--- config.mk ---
export PLATFORM = sky130hd
export DESIGN_NAME = acr_rx_flat
export DESIGN_NICKNAME = d
export VERILOG_FILES = /design/src/include/acr_pkg.sv /design/src/include/acr_if.sv /design/src/hdl/acr_rx.sv /design/src/flat_wrapper.sv
export SDC_FILE = /design/constraint.sdc
export NUM_CORES = 1
export LEC_CHECK = 0
export BUFFER_PORTS_ARGS = -buffer_cell sky130_fd_sc_hd__buf_4
export CAP_MARGIN = 10
export CORE_ASPECT_RATIO = 1.75
export CORE_MARGIN = 8
export CORE_UTILIZATION = 45
export CTS_CLUSTER_SIZE = 16
export DETAILED_ROUTE_END_ITERATION = 8
export GPL_TIMING_DRIVEN = 0
export PLACE_DENSITY = 0.7
export SETUP_SLACK_MARGIN = 0.1
export SKIP_CTS_REPAIR_TIMING = 1
export SLEW_MARGIN = 20
export SYNTH_ARGS = -nofsm -noshare
export SYNTH_HDL_FRONTEND = slang
export SYNTH_SLANG_ARGS = --single-unit
--- constraint.sdc ---
create_clock -name clk -period 7.95 [get_ports clk]
set_clock_uncertainty 0.15 [all_clocks]
set_input_delay 0.795 -clock clk [delete_from_list [all_inputs] [get_ports clk]]
set_output_delay 0.795 -clock clk [all_outputs]
set_load 0.1 [all_outputs]
--- src/include/acr_pkg.sv ---
// Purpose: shared constants and types for the attitude command link
// Assumes: one 250 MHz clock at both ends; both ends leave reset together
// Notes:   a 14-bit word is bit 13 first: zero, parity, d1..d8, a1..a4
package acr_pkg;
  // word layout
  localparam int CMD_BITS = 14;
  localparam int BIT_ZERO = 13;
  localparam int BIT_PAR  = 12;
  localparam int DATA_MSB = 11;
  localparam int DATA_LSB = 4;
  localparam int ADDR_MSB = 3;
  localparam logic [3:0] LAST_BIT = 4'hd;
  localparam logic [3:0] FULL_CNT = 4'he;

  // timing
  localparam int unsigned CLK_HZ      = 250_000_000;
  localparam int unsigned LOGIC_HZ    = 2400;
  localparam int unsigned LOGIC_DIV   = CLK_HZ / LOGIC_HZ;
  localparam int unsigned DROPOUT_MS  = 5;
  localparam int unsigned DROPOUT_CYC = (CLK_HZ / 1000) * DROPOUT_MS;
  localparam int unsigned TOGGLE_MS   = 20;
  localparam int unsigned TOGGLE_CYC  = (CLK_HZ / 1000) * TOGGLE_MS;

  // command block addresses (nine blocks)
  localparam logic [3:0] BLK_PY_POS   = 4'h1;
  localparam logic [3:0] BLK_ROLL_POS = 4'h2;
  localparam logic [3:0] BLK_RATE_INH = 4'h3;
  localparam logic [3:0] BLK_DERIVED  = 4'h4;
  localparam logic [3:0] BLK_JET_EN   = 4'h5;
  localparam logic [3:0] BLK_PREAIM_P = 4'h6;
  localparam logic [3:0] BLK_PREAIM_Y = 4'h7;
  localparam logic [3:0] BLK_STEER    = 4'h8;
  localparam logic [3:0] BLK_CLEAR    = 4'h9;

  // position source codes
  localparam logic [1:0] SRC_ACQ      = 2'h0;
  localparam logic [1:0] SRC_CRUISE   = 2'h1;
  localparam logic [1:0] SRC_INERTIAL = 2'h2;

  // reset values of decoded control state
  localparam logic [1:0] RST_PY_SRC   = SRC_ACQ;
  localparam logic       RST_ROLL_IRU = 1'b0;
  localparam logic [2:0] RST_RATE_INH = 3'h0;
  localparam logic       RST_DR_EN    = 1'b0;
  localparam logic [5:0] RST_JET_EN   = 6'h3f;
  localparam logic [6:0] RST_PREAIM   = 7'h00;
  localparam logic [1:0] RST_STEER    = 2'h0;

  // switching stage arithmetic
  localparam int ERR_W = 12;
  localparam int SUM_W = 15;
  localparam logic signed [SUM_W-1:0] THRESH  = 15'sh0040;
  localparam logic signed [ERR_W-1:0] DR_STEP = 12'sh020;

  typedef enum logic [2:0] {
    RX_IDLE  = 3'b001,
    RX_SHIFT = 3'b010,
    RX_HOLD  = 3'b100
  } acr_rx_state_t;

  typedef enum logic [3:0] {
    TX_IDLE   = 4'b0001,
    TX_SHIFT  = 4'b0010,
    TX_STROBE = 4'b0100,
    TX_GAP    = 4'b1000
  } acr_tx_state_t;

  // odd parity over parity bit, data and address
  function automatic logic acr_odd_ok(input logic [BIT_PAR:0] w);
    return ^w;
  endfunction
endpackage

--- src/include/acr_if.sv ---
`timescale 1ns/1ps
// Purpose: three-wire command link between sequencer and control unit
// Assumes: all three lines are driven only by the sequencer end
// Notes:   levels change only on the sender's half of the transfer period
interface acr_if;
  logic cmd_enable_line;
  logic cmd_data_line;
  logic cmd_strobe_line;

  modport sender (
    output cmd_enable_line,
    output cmd_data_line,
    output cmd_strobe_line
  );

  modport receiver (
    input cmd_enable_line,
    input cmd_data_line,
    input cmd_strobe_line
  );
endinterface

--- src/hdl/acr_rx.sv ---
`timescale 1ns/1ps
// Purpose: control unit end: command receiver, mode state, jet switching
// Assumes: sensor words are samples on clk; link lines and power_ok are async
// Notes:   axis index 0 pitch, 1 yaw, 2 roll
//
// Functional notes
// - link is enable, data and strobe lines
// - each command word is fourteen bits
// - first bit is zero and ignored
// - second bit is the parity bit
// - parity over the word is odd
// - eight data bits, four address, nine blocks
// - transfer clock is logic clock halved
// - sender times bits from same reference
// - shift only while enable and strobe high
// - transfer pulse follows strobe, parity passed only
// - transfer pulse decodes address, applies data
// - long dropout initializes, short one preserves
// - preaim word sets seven-bit gimbal bias
// - one output by polarity above threshold
// - output rises within toggle period
// - jet stays on at least 20 ms
// - jet drops within 20 ms below threshold
// - derived rate damping switched by command
// - pitch/yaw source: acquisition, cruise or inertial
// - roll source selectable, rates individually inhibitable
// - twelve valve drive outputs
module acr_rx
  import acr_pkg::*;
#(
  parameter int unsigned LOGIC_DIV_P   = LOGIC_DIV,
  parameter int unsigned DROPOUT_CYC_P = DROPOUT_CYC,
  parameter int unsigned TOGGLE_CYC_P  = TOGGLE_CYC
) (
  input  wire logic                           clk,
  input  wire logic                           rst,
  acr_if.receiver                             link,
  input  wire logic                           power_ok,
  input  wire logic signed [1:0][ERR_W-1:0]   acq_sun_err,
  input  wire logic signed [1:0][ERR_W-1:0]   cruise_sun_err,
  input  wire logic signed [2:0][ERR_W-1:0]   inertial_pos,
  input  wire logic signed [ERR_W-1:0]        tracker_roll_err,
  input  wire logic signed [2:0][ERR_W-1:0]   inertial_rate,
  output logic                     [11:0]     valve_drive,
  output logic                     [2:0]      jet_on_pos,
  output logic                     [2:0]      jet_on_neg,
  output logic                     [6:0]      pitch_preaim,
  output logic                     [6:0]      yaw_preaim,
  output logic                                steer_enable,
  output logic                                steer_high_gain,
  output logic                                transfer_pulse,
  output logic                                word_rejected,
  output logic                                logic_init
);

  ////////////////////////////////////////////////////////////////////////
  // pin synchronisers
  logic [3:0] pin_meta;
  logic [3:0] pin_sync;
  always_ff @(posedge clk or posedge rst) begin
    if (rst) begin
      pin_meta <= 4'h0;
      pin_sync <= 4'h0;
    end else begin
      pin_meta <= {power_ok, link.cmd_enable_line, link.cmd_strobe_line, link.cmd_data_line};
      pin_sync <= pin_meta;
    end
  end
  logic pwr_s, en_s, stb_s, dat_s;
  assign {pwr_s, en_s, stb_s, dat_s} = pin_sync;

  ////////////////////////////////////////////////////////////////////////
  // logic clock and transfer clock
  logic [19:0] div_cnt;
  logic        phase;
  logic        logic_tick;
  logic        xfer_tick;
  assign logic_tick = (div_cnt == 20'(LOGIC_DIV_P - 1));
  assign xfer_tick  = logic_tick && !phase;
  always_ff @(posedge clk or posedge rst) begin
    if (rst) begin
      div_cnt <= 20'h0_0000;
      phase   <= 1'b0;
    end else if (logic_tick) begin
      div_cnt <= 20'h0_0000;
      phase   <= !phase;
    end else begin
      div_cnt <= div_cnt + 20'h0_0001;
    end
  end

  ////////////////////////////////////////////////////////////////////////
  // power dropout detector: only a loss longer than the limit re-initializes
  logic [23:0] drop_cnt;
  logic        dropped;
  always_ff @(posedge clk or posedge rst) begin
    if (rst) begin
      drop_cnt <= 24'h00_0000;
      dropped  <= 1'b1;
    end else if (pwr_s) begin
      drop_cnt <= 24'h00_0000;
      dropped  <= 1'b0;
    end else if (drop_cnt == 24'(DROPOUT_CYC_P - 1)) begin
      dropped  <= 1'b1;
    end else begin
      drop_cnt <= drop_cnt + 24'h00_0001;
    end
  end
  assign logic_init = dropped;

  ////////////////////////////////////////////////////////////////////////
  // command input register
  acr_rx_state_t          rx_state;
  logic [CMD_BITS-1:0]    cmd_word;
  logic [3:0]             bit_cnt;
  logic                   xfer;
  logic                   par_ok;
  logic [3:0]             blk;
  logic [7:0]             dat;
  assign par_ok = acr_odd_ok(cmd_word[BIT_PAR:0]);
  assign blk    = cmd_word[ADDR_MSB:0];
  assign dat    = cmd_word[DATA_MSB:DATA_LSB];
  // the zero lead bit is shifted in but never examined
  always_ff @(posedge clk or posedge rst) begin
    if (rst) begin
      rx_state <= RX_IDLE;
      cmd_word <= 14'h0000;
      bit_cnt  <= 4'h0;
      xfer     <= 1'b0;
      word_rejected <= 1'b0;
    end else begin
      xfer          <= 1'b0;
      word_rejected <= 1'b0;
      if (dropped) begin
        rx_state <= RX_IDLE;
        bit_cnt  <= 4'h0;
      end else if (xfer_tick) begin
        case (rx_state)
          RX_IDLE, RX_SHIFT: begin
            if (en_s && stb_s) begin
              cmd_word <= {cmd_word[CMD_BITS-2:0], dat_s};
              bit_cnt  <= (bit_cnt == FULL_CNT) ? bit_cnt : bit_cnt + 4'h1;
              rx_state <= RX_SHIFT;
            end else if (!en_s && stb_s && rx_state == RX_SHIFT) begin
              // strobe held past enable: one transfer, only when checked
              xfer          <= (bit_cnt == FULL_CNT) && par_ok;
              word_rejected <= !((bit_cnt == FULL_CNT) && par_ok);
              rx_state      <= RX_HOLD;
            end else begin
              bit_cnt  <= 4'h0;
              rx_state <= RX_IDLE;
            end
          end
          RX_HOLD: begin
            if (!stb_s) begin
              bit_cnt  <= 4'h0;
              rx_state <= RX_IDLE;
            end
          end
          default: rx_state <= RX_IDLE;
        endcase
      end
    end
  end
  assign transfer_pulse = xfer;

  ////////////////////////////////////////////////////////////////////////
  // decoded mode state, written on a transfer pulse or reloaded on a dropout
  logic [1:0] pitch_src, yaw_src;
  logic       roll_iru;
  logic [2:0] rate_inh;
  logic       dr_en;
  logic [5:0] jet_en;
  always_ff @(posedge clk or posedge rst) begin
    if (rst) begin
      pitch_src <= RST_PY_SRC;
      yaw_src   <= RST_PY_SRC;
      roll_iru  <= RST_ROLL_IRU;
      rate_inh  <= RST_RATE_INH;
      dr_en     <= RST_DR_EN;
      jet_en    <= RST_JET_EN;
      pitch_preaim <= RST_PREAIM;
      yaw_preaim   <= RST_PREAIM;
      {steer_high_gain, steer_enable} <= RST_STEER;
    end else if (dropped || (xfer && blk == BLK_CLEAR)) begin
      pitch_src <= RST_PY_SRC;
      yaw_src   <= RST_PY_SRC;
      roll_iru  <= RST_ROLL_IRU;
      rate_inh  <= RST_RATE_INH;
      dr_en     <= RST_DR_EN;
      jet_en    <= RST_JET_EN;
      pitch_preaim <= RST_PREAIM;
      yaw_preaim   <= RST_PREAIM;
      {steer_high_gain, steer_enable} <= RST_STEER;
    end else if (xfer) begin
      case (blk)
        BLK_PY_POS:   {yaw_src, pitch_src} <= dat[3:0];
        BLK_ROLL_POS: roll_iru <= dat[0];
        BLK_RATE_INH: rate_inh <= dat[2:0];
        BLK_DERIVED:  dr_en <= dat[0];
        BLK_JET_EN:   jet_en <= dat[5:0];
        BLK_PREAIM_P: pitch_preaim <= dat[6:0];
        BLK_PREAIM_Y: yaw_preaim <= dat[6:0];
        BLK_STEER:    {steer_high_gain, steer_enable} <= dat[1:0];
        default: ;
      endcase
    end
  end

  ////////////////////////////////////////////////////////////////////////
  // per-axis position selection, summing and switching stage
  function automatic logic signed [ERR_W-1:0] pick_src(
    input logic [1:0]               src,
    input logic signed [ERR_W-1:0]  acq,
    input logic signed [ERR_W-1:0]  cru,
    input logic signed [ERR_W-1:0]  inertial_unit
  );
    case (src)
      SRC_ACQ:      return acq;
      SRC_CRUISE:   return cru;
      SRC_INERTIAL: return inertial_unit;
      default:      return '0;
    endcase
  endfunction

  logic signed [2:0][ERR_W-1:0] pos_sel;
  assign pos_sel[0] = pick_src(pitch_src, acq_sun_err[0], cruise_sun_err[0], inertial_pos[0]);
  assign pos_sel[1] = pick_src(yaw_src, acq_sun_err[1], cruise_sun_err[1], inertial_pos[1]);
  assign pos_sel[2] = roll_iru ? inertial_pos[2] : tracker_roll_err;

  for (genvar ax = 0; ax < 3; ax++) begin : g_axis
    logic signed [ERR_W-1:0] drate;
    logic signed [SUM_W-1:0] sum;
    logic [23:0]             hold_cnt;
    logic                    above, below;
    // rate inhibit zeroes the rate term before the summing junction
    assign sum = SUM_W'($signed(pos_sel[ax]))
               + (rate_inh[ax] ? '0 : SUM_W'($signed(inertial_rate[ax])))
               + SUM_W'(drate);
    assign above = sum > THRESH;
    assign below = sum < -THRESH;

    // derived rate: opposes the firing jet so it cannot latch itself on
    always_ff @(posedge clk or posedge rst) begin
      if (rst) begin
        drate <= '0;
      end else if (!dr_en || dropped) begin
        drate <= '0;
      end else if (logic_tick) begin
        drate <= drate - (drate >>> 3)
               - (jet_on_pos[ax] ? DR_STEP : 12'sh000) + (jet_on_neg[ax] ? DR_STEP : 12'sh000);
      end
    end

    // a jet turns on at once and holds for the full toggle period, so the
    // shortest pulse is bounded and release lags the input by under 20 ms
    always_ff @(posedge clk or posedge rst) begin
      if (rst) begin
        jet_on_pos[ax] <= 1'b0;
        jet_on_neg[ax] <= 1'b0;
        hold_cnt       <= 24'h00_0000;
      end else if (dropped) begin
        jet_on_pos[ax] <= 1'b0;
        jet_on_neg[ax] <= 1'b0;
        hold_cnt       <= 24'h00_0000;
      end else if (!jet_on_pos[ax] && !jet_on_neg[ax]) begin
        jet_on_pos[ax] <= above;
        jet_on_neg[ax] <= below;
        hold_cnt       <= 24'(TOGGLE_CYC_P - 1);
      end else if (hold_cnt != 24'h00_0000) begin
        hold_cnt <= hold_cnt - 24'h00_0001;
      end else begin
        jet_on_pos[ax] <= jet_on_pos[ax] && above;
        jet_on_neg[ax] <= jet_on_neg[ax] && below;
      end
    end

    // two drivers per polarity, one per jet assembly
    for (genvar k = 0; k < 4; k++) begin : g_valve
      always_ff @(posedge clk or posedge rst) begin
        if (rst) begin
          valve_drive[ax*4+k] <= 1'b0;
        end else begin
          valve_drive[ax*4+k] <= (k < 2 ? jet_on_pos[ax] : jet_on_neg[ax])
                               && jet_en[ax*2+(k%2)];
        end
      end
    end
  end

endmodule

--- src/flat_wrapper.sv ---
// flat-port wrapper written by rule: the top's interface ports become plain ports
module acr_rx_flat import acr_pkg::*;
#(
  parameter int unsigned LOGIC_DIV_P   = LOGIC_DIV,
  parameter int unsigned DROPOUT_CYC_P = DROPOUT_CYC,
  parameter int unsigned TOGGLE_CYC_P  = TOGGLE_CYC
)
  (clk, rst, power_ok, acq_sun_err, cruise_sun_err, inertial_pos, tracker_roll_err, inertial_rate, valve_drive, jet_on_pos, jet_on_neg, pitch_preaim, yaw_preaim, steer_enable, steer_high_gain, transfer_pulse, word_rejected, logic_init, link_cmd_enable_line, link_cmd_data_line, link_cmd_strobe_line);
  acr_if link_i ();
  input  wire logic clk;
  input  wire logic rst;
  input  wire logic power_ok;
  input  wire logic signed [1:0][ERR_W-1:0] acq_sun_err;
  input  wire logic signed [1:0][ERR_W-1:0] cruise_sun_err;
  input  wire logic signed [2:0][ERR_W-1:0] inertial_pos;
  input  wire logic signed [ERR_W-1:0] tracker_roll_err;
  input  wire logic signed [2:0][ERR_W-1:0] inertial_rate;
  output logic                     [11:0] valve_drive;
  output logic                     [2:0] jet_on_pos;
  output logic                     [2:0] jet_on_neg;
  output logic                     [6:0] pitch_preaim;
  output logic                     [6:0] yaw_preaim;
  output logic steer_enable;
  output logic steer_high_gain;
  output logic transfer_pulse;
  output logic word_rejected;
  output logic logic_init;
  input wire logic [$bits(link_i.cmd_enable_line)-1:0] link_cmd_enable_line;
  input wire logic [$bits(link_i.cmd_data_line)-1:0] link_cmd_data_line;
  input wire logic [$bits(link_i.cmd_strobe_line)-1:0] link_cmd_strobe_line;
  assign link_i.cmd_enable_line = link_cmd_enable_line;
  assign link_i.cmd_data_line = link_cmd_data_line;
  assign link_i.cmd_strobe_line = link_cmd_strobe_line;
  acr_rx #(.LOGIC_DIV_P(LOGIC_DIV_P), .DROPOUT_CYC_P(DROPOUT_CYC_P), .TOGGLE_CYC_P(TOGGLE_CYC_P)) u_core (.clk(clk), .rst(rst), .link(link_i), .power_ok(power_ok), .acq_sun_err(acq_sun_err), .cruise_sun_err(cruise_sun_err), .inertial_pos(inertial_pos), .tracker_roll_err(tracker_roll_err), .inertial_rate(inertial_rate), .valve_drive(valve_drive), .jet_on_pos(jet_on_pos), .jet_on_neg(jet_on_neg), .pitch_preaim(pitch_preaim), .yaw_preaim(yaw_preaim), .steer_enable(steer_enable), .steer_high_gain(steer_high_gain), .transfer_pulse(transfer_pulse), .word_rejected(word_rejected), .logic_init(logic_init));
endmodule
==> impl_metrics.py <==
metrics = {
    "clocking": {
        "clk_latency_ns": 0.54,
        "path_clk_slew_ns": 0.06,
        "cts_buffers": 23,
        "cts_sinks": 233,
        "htreeDepth": 1,
        "tritoncts": "built",
        "cts_buffer_depth": 3,
        "root_buffer": "clkbuf_16",
    },
    "cells_and_area": {
        "drive_above_1_share": 0.139,
        "n_antenna_cell": 0,
        "regArea_mm2": 0.00584,
        "n_fill_cell": 3211,
        "layout.cells.non_filler": 2453,
        "syn_to_final_growth_pct": 16.7,
        "multi_input_area_mm2": 0.00949,
        "nets": 2287,
    },
    "logic_synthesis": {
        "syn_nets": 2086,
        "ys_types": 73,
        "syn_area_mm2": 0.0161,
        "synth_top_cell_area_share": 0.351,
        "synthTopCellsByArea": "dfrtp_1 (35%), ha_1 (9.8%), fa_1 (6.4%)",
        "yosysTopAreaCell": "dfrtp_1",
        "synth_edf_count": 0,
        "async_reset_ff_frac": 1.00,
        "postSynthAreaPerCell_um2": 9.07,
        "synth_seq_cells": 233,
        "synth-main-ff-cell": "dfrtp_1",
        "yosysSeqAreaShare": 0.364,
        "synthCells": 1771,
        "yosys_warnings": 0,
    },
    "critical_path": {
        "rr_endpoint": "u_core.jet_on_pos[1]",
        "start_kind": "flip-flop",
        "critPathRequiredTime_ns": 8.20,
        "critPathArrivalTime_ns": 5.05,
        "crit_end": "u_core.jet_on_pos[1]",
        "crit_fanout": 10,
        "r2r_slack_ns": 3.16,
        "cp-startpoint": "u_core.yaw_src[1]",
        "cp-end-kind": "flip-flop",
        "crit_type": "reg2reg",
        "reg2reg_from": "u_core.yaw_src[1]",
        "rr_worst_depth": 14,
    },
    "place": {
        "dp.cells": 2412,
        "dp_hpwl_mm": 32.7,
        "dp_slack_ns": 3.09,
        "io_buffers": 174,
        "place.gp.congestion": 0.875,
    },
    "route": {
        "drc_errors": 0,
        "first_pass_iters": 5,
        "ant_nets": 0,
        "wl_per_cell_um": 16.9,
        "vias": 13200,
        "wirelength_mm": 41.4,
        "via_per_inst": 5.39,
        "drt-initial-drc-count": 560,
    },
    "power": {
        "power_density_mw_per_mm2": 170,
        "p_leak_nw": 8.22,
        "irDropWorstVdd_uv": 130,
        "power.total_mw": 3.19,
    },
    "outcome": {
        "status": "completed",
    },
    "sta": {
        "relSlewSlack": 0.389,
        "clock.fmax_mhz": 209,
        "setup_viol": 0,
        "rsz0062_at_grt": "false",
        "final_hold_viol_count": 0,
        "fin_crit_sh": 0.603,
        "slew_viol_final": 0,
        "period_minus_slack_ns": 4.79,
        "worst_slack_ns": 3.16,
        "worst_slew_pin_slew_ns": 0.916,
    },
    "floorplanning": {
        "die_h_um": 266,
        "die_x_um": 159,
        "ioPinCount": 175,
        "dieArea_mm2": 0.0422,
        "core-area_mm2": 0.0352,
        "start_util": 0.457,
        "rows": 91,
    },
    "global_routing": {
        "grt_pass1_wl_mm": 68.5,
        "antenna_found_initial": 0,
        "grt_max_degree": 92,
        "first_global_vias": 13900,
        "grt-ovfl-total": 0,
        "grt_usage": 0.196,
    },
    "worst_hold_path": {
        "min_path_type": "in2async",
    },
    "run": {
        "max-cap-violations": 0,
    },
}
## placed cells by master, fill, tap and decap left out, types with 46 or more instances in the layout
cell type  instances
dfrtp_1          225
nand2_1          199
buf_4            174
nor2_1           160
inv_1            131
a21oi_1          130
ha_1             126
o21ai_0           98
xnor2_1           96
clkbuf_1          58
xor2_1            54
nand3_1           51
fa_1              51
nor3_1            46
## critical path, stage by stage, from the launching register on
cell      delay, ns
dfrtp_1        0.34
clkbuf_1       0.27
clkbuf_1       0.73
mux2i_1        0.26
o21ai_0        0.13
fa_1           0.56
inv_1          0.07
fa_1           0.45
nand2b_1       0.20
a21oi_1        0.31
o21ai_0        0.18
xnor2_1        0.17
or4_1          0.40
nor4b_1        0.32
a21oi_1        0.11
## metal layers
layer / vias to the layer above / wire, um / track usage
li1: 6464 / - / -
met1: 6434 / 15600 / 0.205
met2: 253 / 22800 / 0.380
met3: 80 / 1360 / 0.0246
met4: 0 / 1590 / 0.0868
met5: - / 0 / 0
## registers in the layout, indices dropped and copies added, names as in the netlist, 2 cells and up
register                count
u_core.yaw_src              2
u_core.bit_cnt              4
u_core.pitch_preaim         7
u_core.cmd_word            13
u_core.valve_drive         12
u_core.pin_sync             4
u_core.pitch_src            2
u_core.jet_on_pos           3
u_core.jet_en               6
u_core.drop_cnt            24
u_core.rx_state             3
u_core.g_axis.hold_cnt     72
u_core.yaw_preaim           7
u_core.rate_inh             3
u_core.g_axis.drate        36
u_core.jet_on_neg           3
u_core.pin_meta             4
u_core.div_cnt             20
## layout make-up
class,instances,share of cell area
inverter,133,0.0270
tap,465,0.0310
multi-input combinational,1347,0.506
sequential,233,0.312
timing repair buffer,176,0.0726
clock buffer,34,0.0356
buffer,58,0.0122
clock inverter,7,0.00367
## per-stage QoR
step                      instance area [um^2]  utilization  TNS, ns  hold slack, ns
after floorplan                          16100            -        0           0.181
after global placement                   18000        0.510  -463.17           0.188
after detailed placement                 18000        0.512        0           0.185
after CTS                                18700        0.533        0           0.173
after global routing                     18700        0.533        0           0.194
final                                    18700        0.533        0           0.157
## report_power, final
group / internal, mW / leakage (nW) / switching (mW) / total (mW)
Clock: 0.614 / 0.357 / 0.479 / 1.09
Combinational: 0.334 / 4.84 / 0.363 / 0.698
Sequential: 1.29 / 3.02 / 0.110 / 1.40
Total: 2.23 / 8.22 / 0.953 / 3.19
## cells by family (layout without fill, tap and decap cells)
family                     count (synthesis)  count (layout)  synth area share
AOI/OAI and AO/OA                        323             323             0.117
xor gates and xnor gates                 150             150            0.0818
adders and majority gates                177             177             0.162
buffers and inverters                    191             408            0.0453
DFF                                      233             233             0.364
muxes                                     51              51            0.0335
and+or+nand+nor                          646             646             0.197
## cell usage after synthesis, types with 6 or more instances
| library cell | number |
|---|---|
| mux2i_1 | 29 |
| o21ai_0 | 98 |
| o211ai_1 | 8 |
| dfstp_2 | 8 |
| or3_1 | 19 |
| inv_1 | 132 |
| o31ai_1 | 7 |
| nor2b_1 | 44 |
| xor2_1 | 54 |
| or4_1 | 7 |
| a21o_1 | 16 |
| ha_1 | 126 |
| nor2_1 | 160 |
| nor4_1 | 20 |
| and3_1 | 8 |
| mux2_2 | 22 |
| nand2b_1 | 9 |
| nand3b_1 | 7 |
| dfrtp_1 | 225 |
| fa_1 | 51 |
| clkbuf_1 | 52 |
| and2_1 | 14 |
| nor3_1 | 46 |
| o21bai_1 | 6 |
| a31oi_1 | 12 |
| nand4_1 | 15 |
| nand2_1 | 199 |
| a211oi_1 | 12 |
| nand3_1 | 51 |
| xnor2_1 | 96 |
| a21oi_1 | 130 |
| or2_2 | 15 |
## worst min-delay path by stage
stage	startpoint	end	slack, ns	depth (start not counted)
2_1_floorplan	u_core.pin_meta[0]	u_core.pin_sync[0]	0.18	0
3_3_place_gp	u_core.pin_meta[0]	u_core.pin_sync[0]	0.19	0
3_5_place_dp	u_core.pin_meta[0]	u_core.pin_sync[0]	0.18	0
6_report	rst	u_core.g_axis[2].hold_cnt[10]	0.16	2
4_1_cts	rst	u_core.g_axis[2].hold_cnt[10]	0.17	2
5_1_grt	rst	u_core.g_axis[2].hold_cnt[10]	0.19	2
Power figures use the tool's default switching activity.
